### src/rtl/csrs_pkg.sv
// Constants, field layout and phase encoding of the configuration/state readback shifter.
// Assumes one pclk domain; every pin input is synchronised before use.
// Notes on behaviour
// - Rising trigger starts a readback sequence.
// - Valid trigger captures nodes into holding register.
// - With abort enabled, falling trigger aborts readback.
// - Busy output high while sequence runs.
// - Busy rises one clock after valid trigger.
// - Busy falls with the final data bit.
// - After abort, busy holds until termination.
// - Each readback clock rise outputs one bit.
// - Capture control bit low replaces user state by ones.
// - Clock option low selects configuration clock pin.
// - Readback never disturbs running user logic.
// - Requests accepted only while idle after configuration.
// - Capture cell, flip-flop and I/O nodes.
// - Boundary-scan instruction may also start readback.
// - Five dummy bits, frames: zero, data, 1111.
// - User bits inverted, configuration bits not.
// - Abort needs frames plus three clocks, data high.
// - Stream ends with eleven CRC-16 CCITT MSBs.
package csrs_pkg;
  localparam int unsigned FRAMES = 4;
  localparam int unsigned FRAME_DATA_BITS = 8;
  localparam int unsigned CFG_BITS = 16;
  localparam int unsigned USER_BITS = 16;
  localparam int unsigned HOLD_BITS = CFG_BITS + USER_BITS;
  localparam int unsigned USER_FIRST_FRAME = CFG_BITS / FRAME_DATA_BITS;
  localparam int unsigned DUMMY_BITS = 5;
  localparam int unsigned STOP_BITS = 4;
  localparam int unsigned CRC_BITS = 16;
  localparam int unsigned CRC_OUT_BITS = 11;
  localparam logic [15:0] CRC_POLY = 16'h1021;
  localparam logic [15:0] CRC_INIT = 16'h0000;
  localparam int unsigned ABORT_EXTRA = 3;
  localparam int unsigned ABORT_CLOCKS = FRAMES + ABORT_EXTRA;
  localparam int unsigned REARM_GAP = 3;
  localparam int unsigned SYNC_W = 5;
  // APB map
  localparam logic [7:0] CTRL_OFF = 8'h00;
  localparam logic [7:0] STATUS_OFF = 8'h04;
  localparam logic [7:0] CRC_OFF = 8'h08;
  localparam logic [7:0] COUNT_OFF = 8'h0c;
  localparam int unsigned CTRL_ABORT_BIT = 0;
  localparam int unsigned CTRL_CAPTURE_BIT = 1;
  localparam int unsigned CTRL_CLKSRC_BIT = 2;
  localparam logic [2:0] CTRL_RESET = 3'h0;
  localparam int unsigned STAT_RIP_BIT = 0;
  localparam int unsigned STAT_ABORTED_BIT = 1;
  localparam int unsigned STAT_CFG_DONE_BIT = 2;
  typedef enum logic [8:0] {
    PH_IDLE  = 9'h001,
    PH_ARM   = 9'h002,
    PH_DUMMY = 9'h004,
    PH_START = 9'h008,
    PH_DATA  = 9'h010,
    PH_STOP  = 9'h020,
    PH_CRC   = 9'h040,
    PH_ABORT = 9'h080,
    PH_COOL  = 9'h100
  } csrs_phase_t;
endpackage

### src/rtl/csrs_sync.sv
// Two-flop synchroniser for a group of unrelated level inputs.
// Assumes each bit is a slow level; no bus coherence between bits.
`timescale 1ns/100ps
module csrs_sync #(
  parameter int unsigned W = 1
) (
  input wire logic clk,
  input wire logic rst_n,
  input wire logic [W-1:0] d,
  output logic [W-1:0] q
);
  logic [W-1:0] meta_reg;
  always_ff @(posedge clk or negedge rst_n) begin
    if (!rst_n) begin
      meta_reg <= '0;
      q <= '0;
    end else begin
      meta_reg <= d;
      q <= meta_reg;
    end
  end
endmodule // csrs_sync

### src/rtl/csrs_crc.sv
// Serial CRC-16 CCITT, one bit per step, MSB-first shift.
// Assumes clear and step are never high together.
`timescale 1ns/100ps
module csrs_crc
  import csrs_pkg::*;
(
  input wire logic clk,
  input wire logic rst_n,
  input wire logic clear,
  input wire logic step,
  input wire logic din,
  output logic [15:0] crc
);
  logic fb;
  assign fb = din ^ crc[15];
  always_ff @(posedge clk or negedge rst_n) begin
    if (!rst_n) begin
      crc <= CRC_INIT;
    end else if (clear) begin
      crc <= CRC_INIT;
    end else if (step) begin
      crc <= {crc[14:0], 1'b0} ^ (fb ? CRC_POLY : 16'h0000);
    end
  end
endmodule // csrs_crc

### src/rtl/csrs_readback.sv
// Readback shifter top: captures configuration and user state, streams it serially.
// Assumes APB master on pclk; readback clock, trigger, scan request and done pins are asynchronous.
`timescale 1ns/100ps
module csrs_readback
  import csrs_pkg::*;
(
  input wire logic pclk,
  input wire logic presetn,
  input wire logic psel,
  input wire logic penable,
  input wire logic pwrite,
  input wire logic [7:0] paddr,
  input wire logic [31:0] pwdata,
  output logic [31:0] prdata,
  output logic pready,
  output logic pslverr,
  input wire logic readback_clock,
  input wire logic config_clock_pin,
  input wire logic readback_trigger,
  input wire logic scan_readback_request,
  input wire logic config_done,
  input wire logic [CFG_BITS-1:0] config_memory_bits,
  input wire logic [3:0] logic_cell_fgen_out,
  input wire logic [2:0] cell_ff_x_out,
  input wire logic [2:0] cell_ff_y_out,
  input wire logic [1:0] io_output_ff,
  input wire logic [1:0] io_input_first,
  input wire logic [1:0] io_input_second,
  output logic readback_in_progress,
  output logic readback_data
);
  logic [SYNC_W-1:0] sync_q;
  logic rdclk_s, cclk_s, trig_s, scan_s, done_s;
  logic [2:0] ctrl_reg;
  logic abort_enable_option, user_state_capture_option, clock_source_option;
  logic sel_prev_reg, sel_now, rd_rise;
  logic trig_prev_reg, req_prev_reg, req_now, trig_fall;
  csrs_phase_t phase_reg;
  logic [5:0] cnt_reg;
  logic [2:0] frame_reg;
  logic [HOLD_BITS-1:0] hold_reg;
  logic [USER_BITS-1:0] user_nodes;
  logic stream_bit, streaming, crc_clear, crc_step;
  logic [15:0] crc_val;
  logic aborted_reg, abort_evt, abort_clr;
  logic [15:0] crc_last_reg, count_reg;
  logic finish_evt, apb_wr, apb_rd;
  logic [31:0] status_word;

  csrs_sync #(.W(SYNC_W)) u_sync (
    .clk(pclk),
    .rst_n(presetn),
    .d({config_done, scan_readback_request, readback_trigger, config_clock_pin, readback_clock}),
    .q(sync_q)
  );
  assign {done_s, scan_s, trig_s, cclk_s, rdclk_s} = sync_q;

  assign abort_enable_option = ctrl_reg[CTRL_ABORT_BIT];
  assign user_state_capture_option = ctrl_reg[CTRL_CAPTURE_BIT];
  assign clock_source_option = ctrl_reg[CTRL_CLKSRC_BIT];

  // Option low picks the configuration clock pin; change it only while idle or edges may be invented
  assign sel_now = clock_source_option ? rdclk_s : cclk_s;
  assign rd_rise = sel_now & ~sel_prev_reg;
  always_ff @(posedge pclk or negedge presetn) begin
    if (!presetn) begin
      sel_prev_reg <= 1'b0;
    end else begin
      sel_prev_reg <= sel_now;
    end
  end

  // Trigger judged only at readback clock rises, so width is counted in that clock
  assign req_now = trig_s | scan_s;
  assign trig_fall = trig_prev_reg & ~trig_s;
  always_ff @(posedge pclk or negedge presetn) begin
    if (!presetn) begin
      trig_prev_reg <= 1'b0;
      req_prev_reg <= 1'b0;
    end else if (rd_rise) begin
      trig_prev_reg <= trig_s;
      req_prev_reg <= req_now;
    end
  end

  // Nodes are only sampled, never driven back
  assign user_nodes = {logic_cell_fgen_out, cell_ff_x_out, cell_ff_y_out, io_output_ff,
                       io_input_first, io_input_second};

  assign streaming = (phase_reg == PH_DUMMY) | (phase_reg == PH_START) | (phase_reg == PH_DATA) |
                     (phase_reg == PH_STOP) | (phase_reg == PH_CRC);

  always_comb begin
    unique case (phase_reg)
      PH_START: stream_bit = 1'b0;
      PH_DATA:  stream_bit = hold_reg[0];
      PH_CRC:   stream_bit = crc_val[4'(CRC_BITS - 1) - cnt_reg[3:0]];
      default:  stream_bit = 1'b1;
    endcase
  end

  always_ff @(posedge pclk or negedge presetn) begin
    if (!presetn) begin
      phase_reg <= PH_IDLE;
      cnt_reg <= 6'h00;
      frame_reg <= 3'h0;
    end else if (rd_rise) begin
      unique case (phase_reg)
        PH_IDLE: begin
          if (done_s && req_now && !req_prev_reg) begin
            phase_reg <= PH_ARM;
          end
        end
        PH_ARM: begin
          phase_reg <= req_now ? PH_DUMMY : PH_IDLE;
          cnt_reg <= 6'h00;
          frame_reg <= 3'h0;
        end
        PH_DUMMY, PH_START, PH_DATA, PH_STOP, PH_CRC: begin
          if (abort_enable_option && trig_fall) begin
            phase_reg <= PH_ABORT;
            cnt_reg <= 6'h00;
          end else begin
            cnt_reg <= cnt_reg + 6'h01;
            if (phase_reg == PH_DUMMY && cnt_reg == 6'(DUMMY_BITS - 1)) begin
              phase_reg <= PH_START;
              cnt_reg <= 6'h00;
            end else if (phase_reg == PH_START) begin
              phase_reg <= PH_DATA;
              cnt_reg <= 6'h00;
            end else if (phase_reg == PH_DATA && cnt_reg == 6'(FRAME_DATA_BITS - 1)) begin
              phase_reg <= PH_STOP;
              cnt_reg <= 6'h00;
            end else if (phase_reg == PH_STOP && cnt_reg == 6'(STOP_BITS - 1)) begin
              phase_reg <= (frame_reg == 3'(FRAMES - 1)) ? PH_CRC : PH_START;
              frame_reg <= frame_reg + 3'h1;
              cnt_reg <= 6'h00;
            end else if (phase_reg == PH_CRC && cnt_reg == 6'(CRC_OUT_BITS - 1)) begin
              phase_reg <= PH_COOL;
              cnt_reg <= 6'h00;
            end
          end
        end
        PH_ABORT: begin
          cnt_reg <= cnt_reg + 6'h01;
          if (cnt_reg == 6'(ABORT_CLOCKS - 1)) begin
            phase_reg <= PH_COOL;
            cnt_reg <= 6'h00;
          end
        end
        PH_COOL: begin
          // Guard gap so a trigger held across the end is not taken as a new request
          cnt_reg <= cnt_reg + 6'h01;
          if (cnt_reg == 6'(REARM_GAP - 1)) begin
            phase_reg <= PH_IDLE;
            cnt_reg <= 6'h00;
          end
        end
      endcase
    end
  end

  // Holding register: configuration first, then user state
  always_ff @(posedge pclk or negedge presetn) begin
    if (!presetn) begin
      hold_reg <= '0;
    end else if (rd_rise && phase_reg == PH_ARM && req_now) begin
      hold_reg <= {user_state_capture_option ? ~user_nodes : {USER_BITS{1'b1}},
                   config_memory_bits};
    end else if (rd_rise && phase_reg == PH_DATA) begin
      hold_reg <= {1'b1, hold_reg[HOLD_BITS-1:1]};
    end
  end

  always_ff @(posedge pclk or negedge presetn) begin
    if (!presetn) begin
      readback_data <= 1'b1;
    end else if (rd_rise) begin
      if (streaming && !(abort_enable_option && trig_fall)) begin
        readback_data <= stream_bit;
      end else begin
        readback_data <= 1'b1;
      end
    end
  end

  assign finish_evt = rd_rise && ((phase_reg == PH_CRC && cnt_reg == 6'(CRC_OUT_BITS - 1) &&
                      !(abort_enable_option && trig_fall)) ||
                      (phase_reg == PH_ABORT && cnt_reg == 6'(ABORT_CLOCKS - 1)));
  always_ff @(posedge pclk or negedge presetn) begin
    if (!presetn) begin
      readback_in_progress <= 1'b0;
    end else if (rd_rise && phase_reg == PH_ARM && req_now) begin
      readback_in_progress <= 1'b1;
    end else if (finish_evt) begin
      readback_in_progress <= 1'b0;
    end
  end

  assign crc_clear = rd_rise && phase_reg == PH_ARM;
  assign crc_step = rd_rise && streaming && phase_reg != PH_CRC;
  csrs_crc u_crc (
    .clk(pclk),
    .rst_n(presetn),
    .clear(crc_clear),
    .step(crc_step),
    .din(stream_bit),
    .crc(crc_val)
  );

  // APB: access phase answers on its second cycle
  assign apb_wr = psel & penable & pready & pwrite;
  assign apb_rd = psel & penable & ~pready & ~pwrite;
  assign abort_evt = rd_rise && streaming && abort_enable_option && trig_fall;
  assign abort_clr = apb_wr && paddr == STATUS_OFF && pwdata[STAT_ABORTED_BIT];

  always_ff @(posedge pclk or negedge presetn) begin
    if (!presetn) begin
      ctrl_reg <= CTRL_RESET;
    end else if (apb_wr && paddr == CTRL_OFF) begin
      ctrl_reg <= pwdata[2:0];
    end
  end

  // Status bits placed by their field constants, the rest read as zero
  always_comb begin
    status_word = 32'h0000_0000;
    status_word[STAT_RIP_BIT] = readback_in_progress;
    status_word[STAT_ABORTED_BIT] = aborted_reg;
    status_word[STAT_CFG_DONE_BIT] = done_s;
  end

  // Set beats clear when both land together
  always_ff @(posedge pclk or negedge presetn) begin
    if (!presetn) begin
      aborted_reg <= 1'b0;
    end else if (abort_evt) begin
      aborted_reg <= 1'b1;
    end else if (abort_clr) begin
      aborted_reg <= 1'b0;
    end
  end

  always_ff @(posedge pclk or negedge presetn) begin
    if (!presetn) begin
      crc_last_reg <= 16'h0000;
      count_reg <= 16'h0000;
    end else if (finish_evt && phase_reg == PH_CRC) begin
      crc_last_reg <= crc_val;
      count_reg <= count_reg + 16'h0001;
    end
  end

  always_ff @(posedge pclk or negedge presetn) begin
    if (!presetn) begin
      pready <= 1'b0;
      pslverr <= 1'b0;
      prdata <= 32'h0000_0000;
    end else begin
      pready <= psel & penable & ~pready;
      pslverr <= psel & penable & ~pready & ~(paddr == CTRL_OFF || paddr == STATUS_OFF ||
                 paddr == CRC_OFF || paddr == COUNT_OFF);
      if (apb_rd) begin
        unique case (paddr)
          CTRL_OFF: prdata <= {29'h0, ctrl_reg};
          STATUS_OFF: prdata <= status_word;
          CRC_OFF: prdata <= {16'h0000, crc_last_reg};
          COUNT_OFF: prdata <= {16'h0000, count_reg};
          default: prdata <= 32'h0000_0000;
        endcase
      end else if (!psel) begin
        prdata <= 32'h0000_0000;
      end
    end
  end
endmodule // csrs_readback

### config.mk
export PLATFORM = sky130hd
export DESIGN_NAME = csrs_readback
export DESIGN_NICKNAME = d
export VERILOG_FILES = /design/src/rtl/csrs_pkg.sv /design/src/rtl/csrs_sync.sv /design/src/rtl/csrs_crc.sv /design/src/rtl/csrs_readback.sv
export SDC_FILE = /design/constraint.sdc
export NUM_CORES = 1
export LEC_CHECK = 0
export ABC_AREA = 1
export BUFFER_PORTS_ARGS = -buffer_cell sky130_fd_sc_hd__buf_4
export CAP_MARGIN = 20
export CORE_ASPECT_RATIO = 0.6
export CORE_MARGIN = 1.5
export CORE_UTILIZATION = 60
export DETAILED_ROUTE_END_ITERATION = 8
export GPL_TIMING_DRIVEN = 0
export PLACE_DENSITY_LB_ADDON = 0.15
export SLEW_MARGIN = 20
export SYNTH_ARGS = -nofsm -noshare
export SYNTH_HDL_FRONTEND = slang
export SYNTH_SLANG_ARGS = --single-unit
### constraint.sdc
create_clock -name pclk -period 3.5 [get_ports pclk]
set_input_delay 0.35 -clock pclk [delete_from_list [all_inputs] [get_ports pclk]]
set_output_delay 0.35 -clock pclk [all_outputs]
set_load 0.02 [all_outputs]
**Yosys cells after proc, flatten, opt, wreduce, memory -nomap -nowiden**

Index checks and enable logic that the tools add are counted.
Widths: inputs -> output; s select.

- Flip-flop bits (word level): 151
- Bits in latches: 0
- Bits in writable memories: 0
- ROM bits: 0
- Input port bits: 82
- Output and inout port bits: 36
- Logic and storage cells: 159
- Memories: 0

- $add $sub $neg: 4
- Multiply operators: 0
- Divide/modulo/power cells: 0
- $lt $le $gt $ge: 1
- Equality and inequality tests: 30
- Shift operators: 0
- Mux-type cells: 45
- Bitwise logic cells: 21
- Reduce and logical (&&, ||, !) cells: 39

Operator list:

| operator | count |
|---|---|
| $mux 32 | 4 |
| $mux 9 | 9 |
| $pmux 16 s4 | 1 |
| $mux 16 | 3 |
| $mux 6 | 8 |
| $pmux 9 s5 | 1 |
| $pmux 6 s4 | 1 |
| $logic_and 1x1->1 | 22 |
| $eq 6x3->1 const B | 3 |
| $mux 3 | 6 |
| $add 16x1->16 const B | 1 |
| $eq 8x4->1 const B | 2 |
| $not 16->16 | 1 |
| $xor 16x16->16 | 1 |
| $ne 2x2->1 const B | 7 |
| $mux 13 | 1 |
| $eq 6x2->1 const B | 2 |
| $reduce_bool 2->1 | 5 |
| $eq 9x1->1 const B | 1 |
| $eq 9x2->1 const B | 1 |
| $eq 9x3->1 const B | 1 |
| $eq 9x4->1 const B | 1 |
| $eq 9x5->1 const B | 1 |
| $eq 9x6->1 const B | 1 |
| 30 further kinds | 56 |

**Longest topological paths before layout**

- Depth in word-level cells: 9
- Gate-level depth with buffers: 15
- Mapped depth without buffers: 15

**Modules after synthesis**

A second synthesis with hierarchy kept.

- Cell total of the unflattened synthesis: 878
- Area, all modules: 7247.0 um^2

By module, submodules not included:

| module | times used | cells an instance | area an instance (um^2) | sequential area each (um^2) |
|---|---|---|---|---|
| csrs_readback | 1 | 799 | 6277.3 | 2730.1 |
| csrs_crc | 1 | 69 | 719.4 | 400.4 |
| csrs_sync | 1 | 10 | 250.2 | 250.2 |

**Least setup slack after synthesis**

Ideal clock, no wire load.

- Path kind: register to register
- Start point: register cnt_reg[0]
- End point: register count_reg[10]
- Setup time: 0.123 ns
- Arrival: 1.721 ns
- Required time: 3.377 ns
- Path slack: 1.656 ns
- Stages on the path, launching flop included: 12
- Buffers on the path: 1
- Period minus slack after synthesis: 1.844 ns
- Cells stage by stage: dfrtp_1 > inv_1 > buf_2 > ha_1 > nand2_1 > nor3_1 > nand2_1 > o21ai_2 > nand2_2 > nor2_8 > nand3_1 > xnor2_1

- Cells in the longest elaborated chain, start to end: 6
- Elaborated cells on any way between the ends: 8
- Those cells by class: eq/ne: 2; reduce/logical: 6

RTL lines:

| what | line | RTL |
|---|---|---|
| start, declared | csrs_readback.sv:39 | `logic [5:0] cnt_reg;` |
| start signal, assigned | csrs_readback.sv:124 | `cnt_reg <= cnt_reg + 6'h01;` |
| start signal, assigned | csrs_readback.sv:145 | `cnt_reg <= cnt_reg + 6'h01;` |
| start signal, assigned | csrs_readback.sv:153 | `cnt_reg <= cnt_reg + 6'h01;` |
| $eq 6x4->1 | csrs_readback.sv:187 | `assign finish_evt = rd_rise && ((phase_reg == PH_CRC && cnt_reg == 6'(CRC_OUT_BITS - 1) &&` |
| $logic_and 1x1->1 (2 in a row) | csrs_readback.sv:187 |  |
| $logic_or 1x1->1 * | csrs_readback.sv:188 | `!(abort_enable_option && trig_fall)) \|\|` |
| $logic_and 1x1->1 * | csrs_readback.sv:187 |  |
| $logic_and 1x1->1 * | csrs_readback.sv:248 | `end else if (finish_evt && phase_reg == PH_CRC) begin` |
| end signal, assigned | csrs_readback.sv:250 | `count_reg <= count_reg + 16'h0001;` |
| end, declared | csrs_readback.sv:46 | `logic [15:0] crc_last_reg, count_reg;` |

Every way passes the cells marked *; elsewhere a longest branch is shown, timed or not.
A chain may end at the register's enable or synchronous reset.

**Worst setup path after layout**

- Start point: register cnt_reg[0]
- End point: register crc_last_reg[6]

- Cells in the longest elaborated chain, start to end: 6
- Elaborated cells on any way between the ends: 8
- Those cells by class: eq/ne: 2; reduce/logical: 6

RTL lines:

| what | line | RTL |
|---|---|---|
| $eq 6x4->1 | csrs_readback.sv:187 |  |
| $logic_and 1x1->1 (2 in a row) | csrs_readback.sv:187 |  |
| $logic_or 1x1->1 * | csrs_readback.sv:188 |  |
| $logic_and 1x1->1 * | csrs_readback.sv:187 |  |
| $logic_and 1x1->1 * | csrs_readback.sv:248 |  |
| end signal, assigned | csrs_readback.sv:249 | `crc_last_reg <= crc_val;` |
| end, declared | csrs_readback.sv:46 |  |

Marks and branches as above.

==> flow_summary.ini <==
[synthesis]
post_synth_inst_count = 838
synth-edff-count = 0
ys_ff_latch = 135
post_synth.cell_area_avg_um2 = 8.17
synthDistinctLibCells = 42
most_common_library_cells_after_synthesis = sky130_fd_sc_hd__nand2_1 (258), sky130_fd_sc_hd__dfrtp_1 (133), sky130_fd_sc_hd__inv_1 (112)
ys_seq_area_share_pct = 49.4
synth_top_cells_by_area = sky130_fd_sc_hd__dfrtp_1 (49%), sky130_fd_sc_hd__nand2_1 (14%), sky130_fd_sc_hd__inv_1 (6.1%), sky130_fd_sc_hd__nand3_1 (5.0%), sky130_fd_sc_hd__o221ai_1 (2.4%)
most_used_flip_flop_cell_after_synthesis = sky130_fd_sc_hd__dfrtp_1
yosysTopAreaCellShare_pct = 48.6
synth_area_leader = sky130_fd_sc_hd__dfrtp_1
async_reset_ff_share_pct = 100
synth.yosys.warnings = 0
synth.most_common_cell = sky130_fd_sc_hd__nand2_1
post_synth_instance_area_um2 = 6850

[die]
fp.dieH_um = 85.7
die_area_um2 = 12100
design.portCount = 118
initial_core_util_pct = 63.1
die_x_um = 141
row_count = 29
core-area_um2 = 10800

[critical_path]
crit-reg2reg-launch = cnt_reg[0]
worst-path-stages = 12
worst_path_max_delay_cell = sky130_fd_sc_hd__dfrtp_1
crit_type = reg2reg
worstPathArrival_ps = 2590
rrSetupSlack_ps = 1250
worst_path_largest_cell_delay_ps = 400
r2r_cells = 12
start_kind = register
rr_endpoint = crc_last_reg[6]
worstPathCellList = inv_1, buf_2, ha_1, nand2_1, nor3_1, nand2_1, o21ai_2, nand2_2, nor2_8, buf_6, nand2_1, o21ai_1
critPathLaunch = cnt_reg[0]
cpLargestDelayFamily = simple AND/OR/NAND/NOR gates
required_ps = 3840
setup.worst_path.end_class = register
cp.buffers_inverters = 3
most_frequent_cp_cell = sky130_fd_sc_hd__nand2_1
path_max_fanout = 11
timing.critical_path.to = crc_last_reg[6]

[pwr]
power.share.switching_pct = 32.6
share_of_total_power_in_the_clock_network_pct = 37.2
power.sequential.fraction_pct = 42.5
power_density_nw_per_um2 = 559
part_of_the_total_power_dissipated_in_combinational_logic_pct = 20.3
power.leakage_nw = 4.12
switchingPower_w = 0.00150
total_power_of_the_final_layout_w = 0.00459
cell_internal_power_dissipation_w = 0.00309
power.ir.vdd_worst_v = 0.000331

[finish]
num-nets-final = 1033
finish.utilization_pct = 75.7
largest_register_ff_count = 32
register_area_um2 = 3380
flow.area_growth_from_synthesis_pct = 20.0
multi_input_area_um2 = 2820
nFillCells = 806
num_antenna_cells = 0
post_route_cells_drive_above_1_share_pct = 18.4
finish.cell_count_without_fillers = 1097

[sta]
finalCritPeriodShare_pct = 64.2
totalNegativeSetupSlack_ps = 0
timing.slew.headroom_pct = 52.6
slew_viol_final = 0
max_freq_mhz = 445
finalClockSkew_ps = 12.0
tightestPinTransition_ps = 705
fin_hold_viols = 0
setup_viol = 0
setup_repair_after_global_routing_missed_its_margin = false
post-route-min-period_ps = 2250

[global_routing]
wire_length_of_the_first_global_routing_pass_mm = 29.1
grt_max_degree = 81
number_of_global_route_vias_before_repair = 5776
antenna_found_initial = 0
grt.total_usage_pct = 31.5
grt_remaining_overflow = 0

[placement]
gpl.final_weighted_congestion = 0.909
post-dp-hpwl_mm = 13.0
total_placed_cells_including_tap_cells = 1064
place.port_buffers = 71

[cts]
clock_tree.root_cell = sky130_fd_sc_hd__clkbuf_16
clkSinkCount = 135
tritoncts = built
clock_latency_ps = 430
clk_pin_slew_ps = 60
cts_max_path_buffers = 2
htree_num_levels = 4
post_cts.resized_instances = 0
numCtsBuffers = 17

[status]
status = complete, no violations

[detailed_routing]
drt-wirelength-per-cell_um = 16.2
drt-vias-per-instance = 5.53
drc = 0
detail_route.first_pass.iterations = 5
antenna_left = 0
drt_first_iter_violations = 592
vias = 6065
totalWireLength_mm = 17.7

[hold_path]
hp-start = readback_clock
hold_class = in2reg

[job]
drv.max_cap_violation_count = 0
[timing repair]
action                                  in CTS  in global routing
endpoints found under the hold margin       55                  0
endpoints found under the setup margin       0                  0
hold buffers                                 1                  0
buffers inserted                             0                  0
[metal layers]
layer,GRT usage [%],up-vias,wire [um]
met1,48.6,2906,8780
met4,9.47,0,208
met5,0,-,0
met2,43.3,252,7220
met3,8.04,26,1510
li1,-,2881,-
[placed cells by master, fill, tap and decap left out, types with 2 or more instances in the layout]
cell type,instances
sky130_fd_sc_hd__ha_1,6
sky130_fd_sc_hd__o21ai_0,24
sky130_fd_sc_hd__o221ai_1,19
sky130_fd_sc_hd__nor2_1,43
sky130_fd_sc_hd__clkbuf_1,8
sky130_fd_sc_hd__buf_2,9
sky130_fd_sc_hd__a21oi_1,4
sky130_fd_sc_hd__clkbuf_16,17
sky130_fd_sc_hd__nor2_4,3
sky130_fd_sc_hd__nand2_2,7
sky130_fd_sc_hd__nor2_2,4
sky130_fd_sc_hd__o22ai_1,25
sky130_fd_sc_hd__nand2_1,258
sky130_fd_sc_hd__conb_1,16
sky130_fd_sc_hd__nor3_2,4
sky130_fd_sc_hd__buf_4,87
sky130_fd_sc_hd__o21ai_1,14
sky130_fd_sc_hd__inv_8,2
sky130_fd_sc_hd__xnor2_1,6
sky130_fd_sc_hd__clkinvlp_4,2
sky130_fd_sc_hd__or2_2,3
sky130_fd_sc_hd__o2111ai_1,3
sky130_fd_sc_hd__buf_6,5
sky130_fd_sc_hd__dfrtp_1,133
sky130_fd_sc_hd__inv_2,3
sky130_fd_sc_hd__nor4_1,3
sky130_fd_sc_hd__o21ai_2,7
sky130_fd_sc_hd__o211ai_1,7
sky130_fd_sc_hd__inv_6,7
sky130_fd_sc_hd__mux2_2,3
sky130_fd_sc_hd__nand4_1,4
sky130_fd_sc_hd__inv_1,112
sky130_fd_sc_hd__nand3_1,69
sky130_fd_sc_hd__dfstp_2,2
sky130_fd_sc_hd__nor3_1,10
sky130_fd_sc_hd__xor2_1,12
sky130_fd_sc_hd__clkinv_2,3
[how the worst min path moves through the flow]
stage / to / slack [ps] / cells after the start
floorplan: aborted_reg / 50 / 0
finish: u_sync.meta_reg[0] / 30 / 1
global route: u_sync.meta_reg[4] / 20 / 1
CTS: u_sync.meta_reg[0] / 20 / 1
detailed placement: prdata[6] / 300 / 1
global placement: u_sync.q[3] / 330 / 0
[area by class of cell]
class                      instances  share of cell area [%]
buffer                            40                    3.20
clock inverter                    15                    1.63
timing repair buffer              73                    7.04
clock buffer                      17                    5.18
inverter                         117                    5.36
multi-input combinational        561                    34.3
sequential                       135                    41.2
tap                              139                    2.12
[power by group through the flow]
| stage | logic [W] | registers [W] | clock network, W |
|---|---|---|---|
| 2_1_floorplan | 0.000644 | 0.00194 | 0 |
| 3_3_place_gp | 0.000861 | 0.00196 | 0 |
| 3_5_place_dp | 0.000909 | 0.00197 | 0 |
| 4_1_cts | 0.000919 | 0.00195 | 0.00172 |
| 5_1_grt | 0.00105 | 0.00197 | 0.00178 |
| 6_report | 0.000931 | 0.00195 | 0.00171 |
[kinds of logic after synthesis]
| family | after synthesis | share of synthesized area, % |
|---|---|---|
| compound gates | 105 | 10.1 |
| xor+xnor | 18 | 2.30 |
| fa+ha+maj | 6 | 1.10 |
| buf+inv | 157 | 10.3 |
| flops | 135 | 49.4 |
| mux | 3 | 0.493 |
| other cells | 1 | 0.0548 |
| simple gates | 413 | 26.3 |
[per-stage QoR]
stage,hold slack [ps],setup WS [ps],instance area (um2)
floorplan,54.4,1660,6900
global placement,332,1230,7610
detailed placement,296,1210,7640
CTS,22.9,1280,8210
global route,23.6,1040,8210
finish,28.0,1250,8210
(Power assumes the default switching activity.)
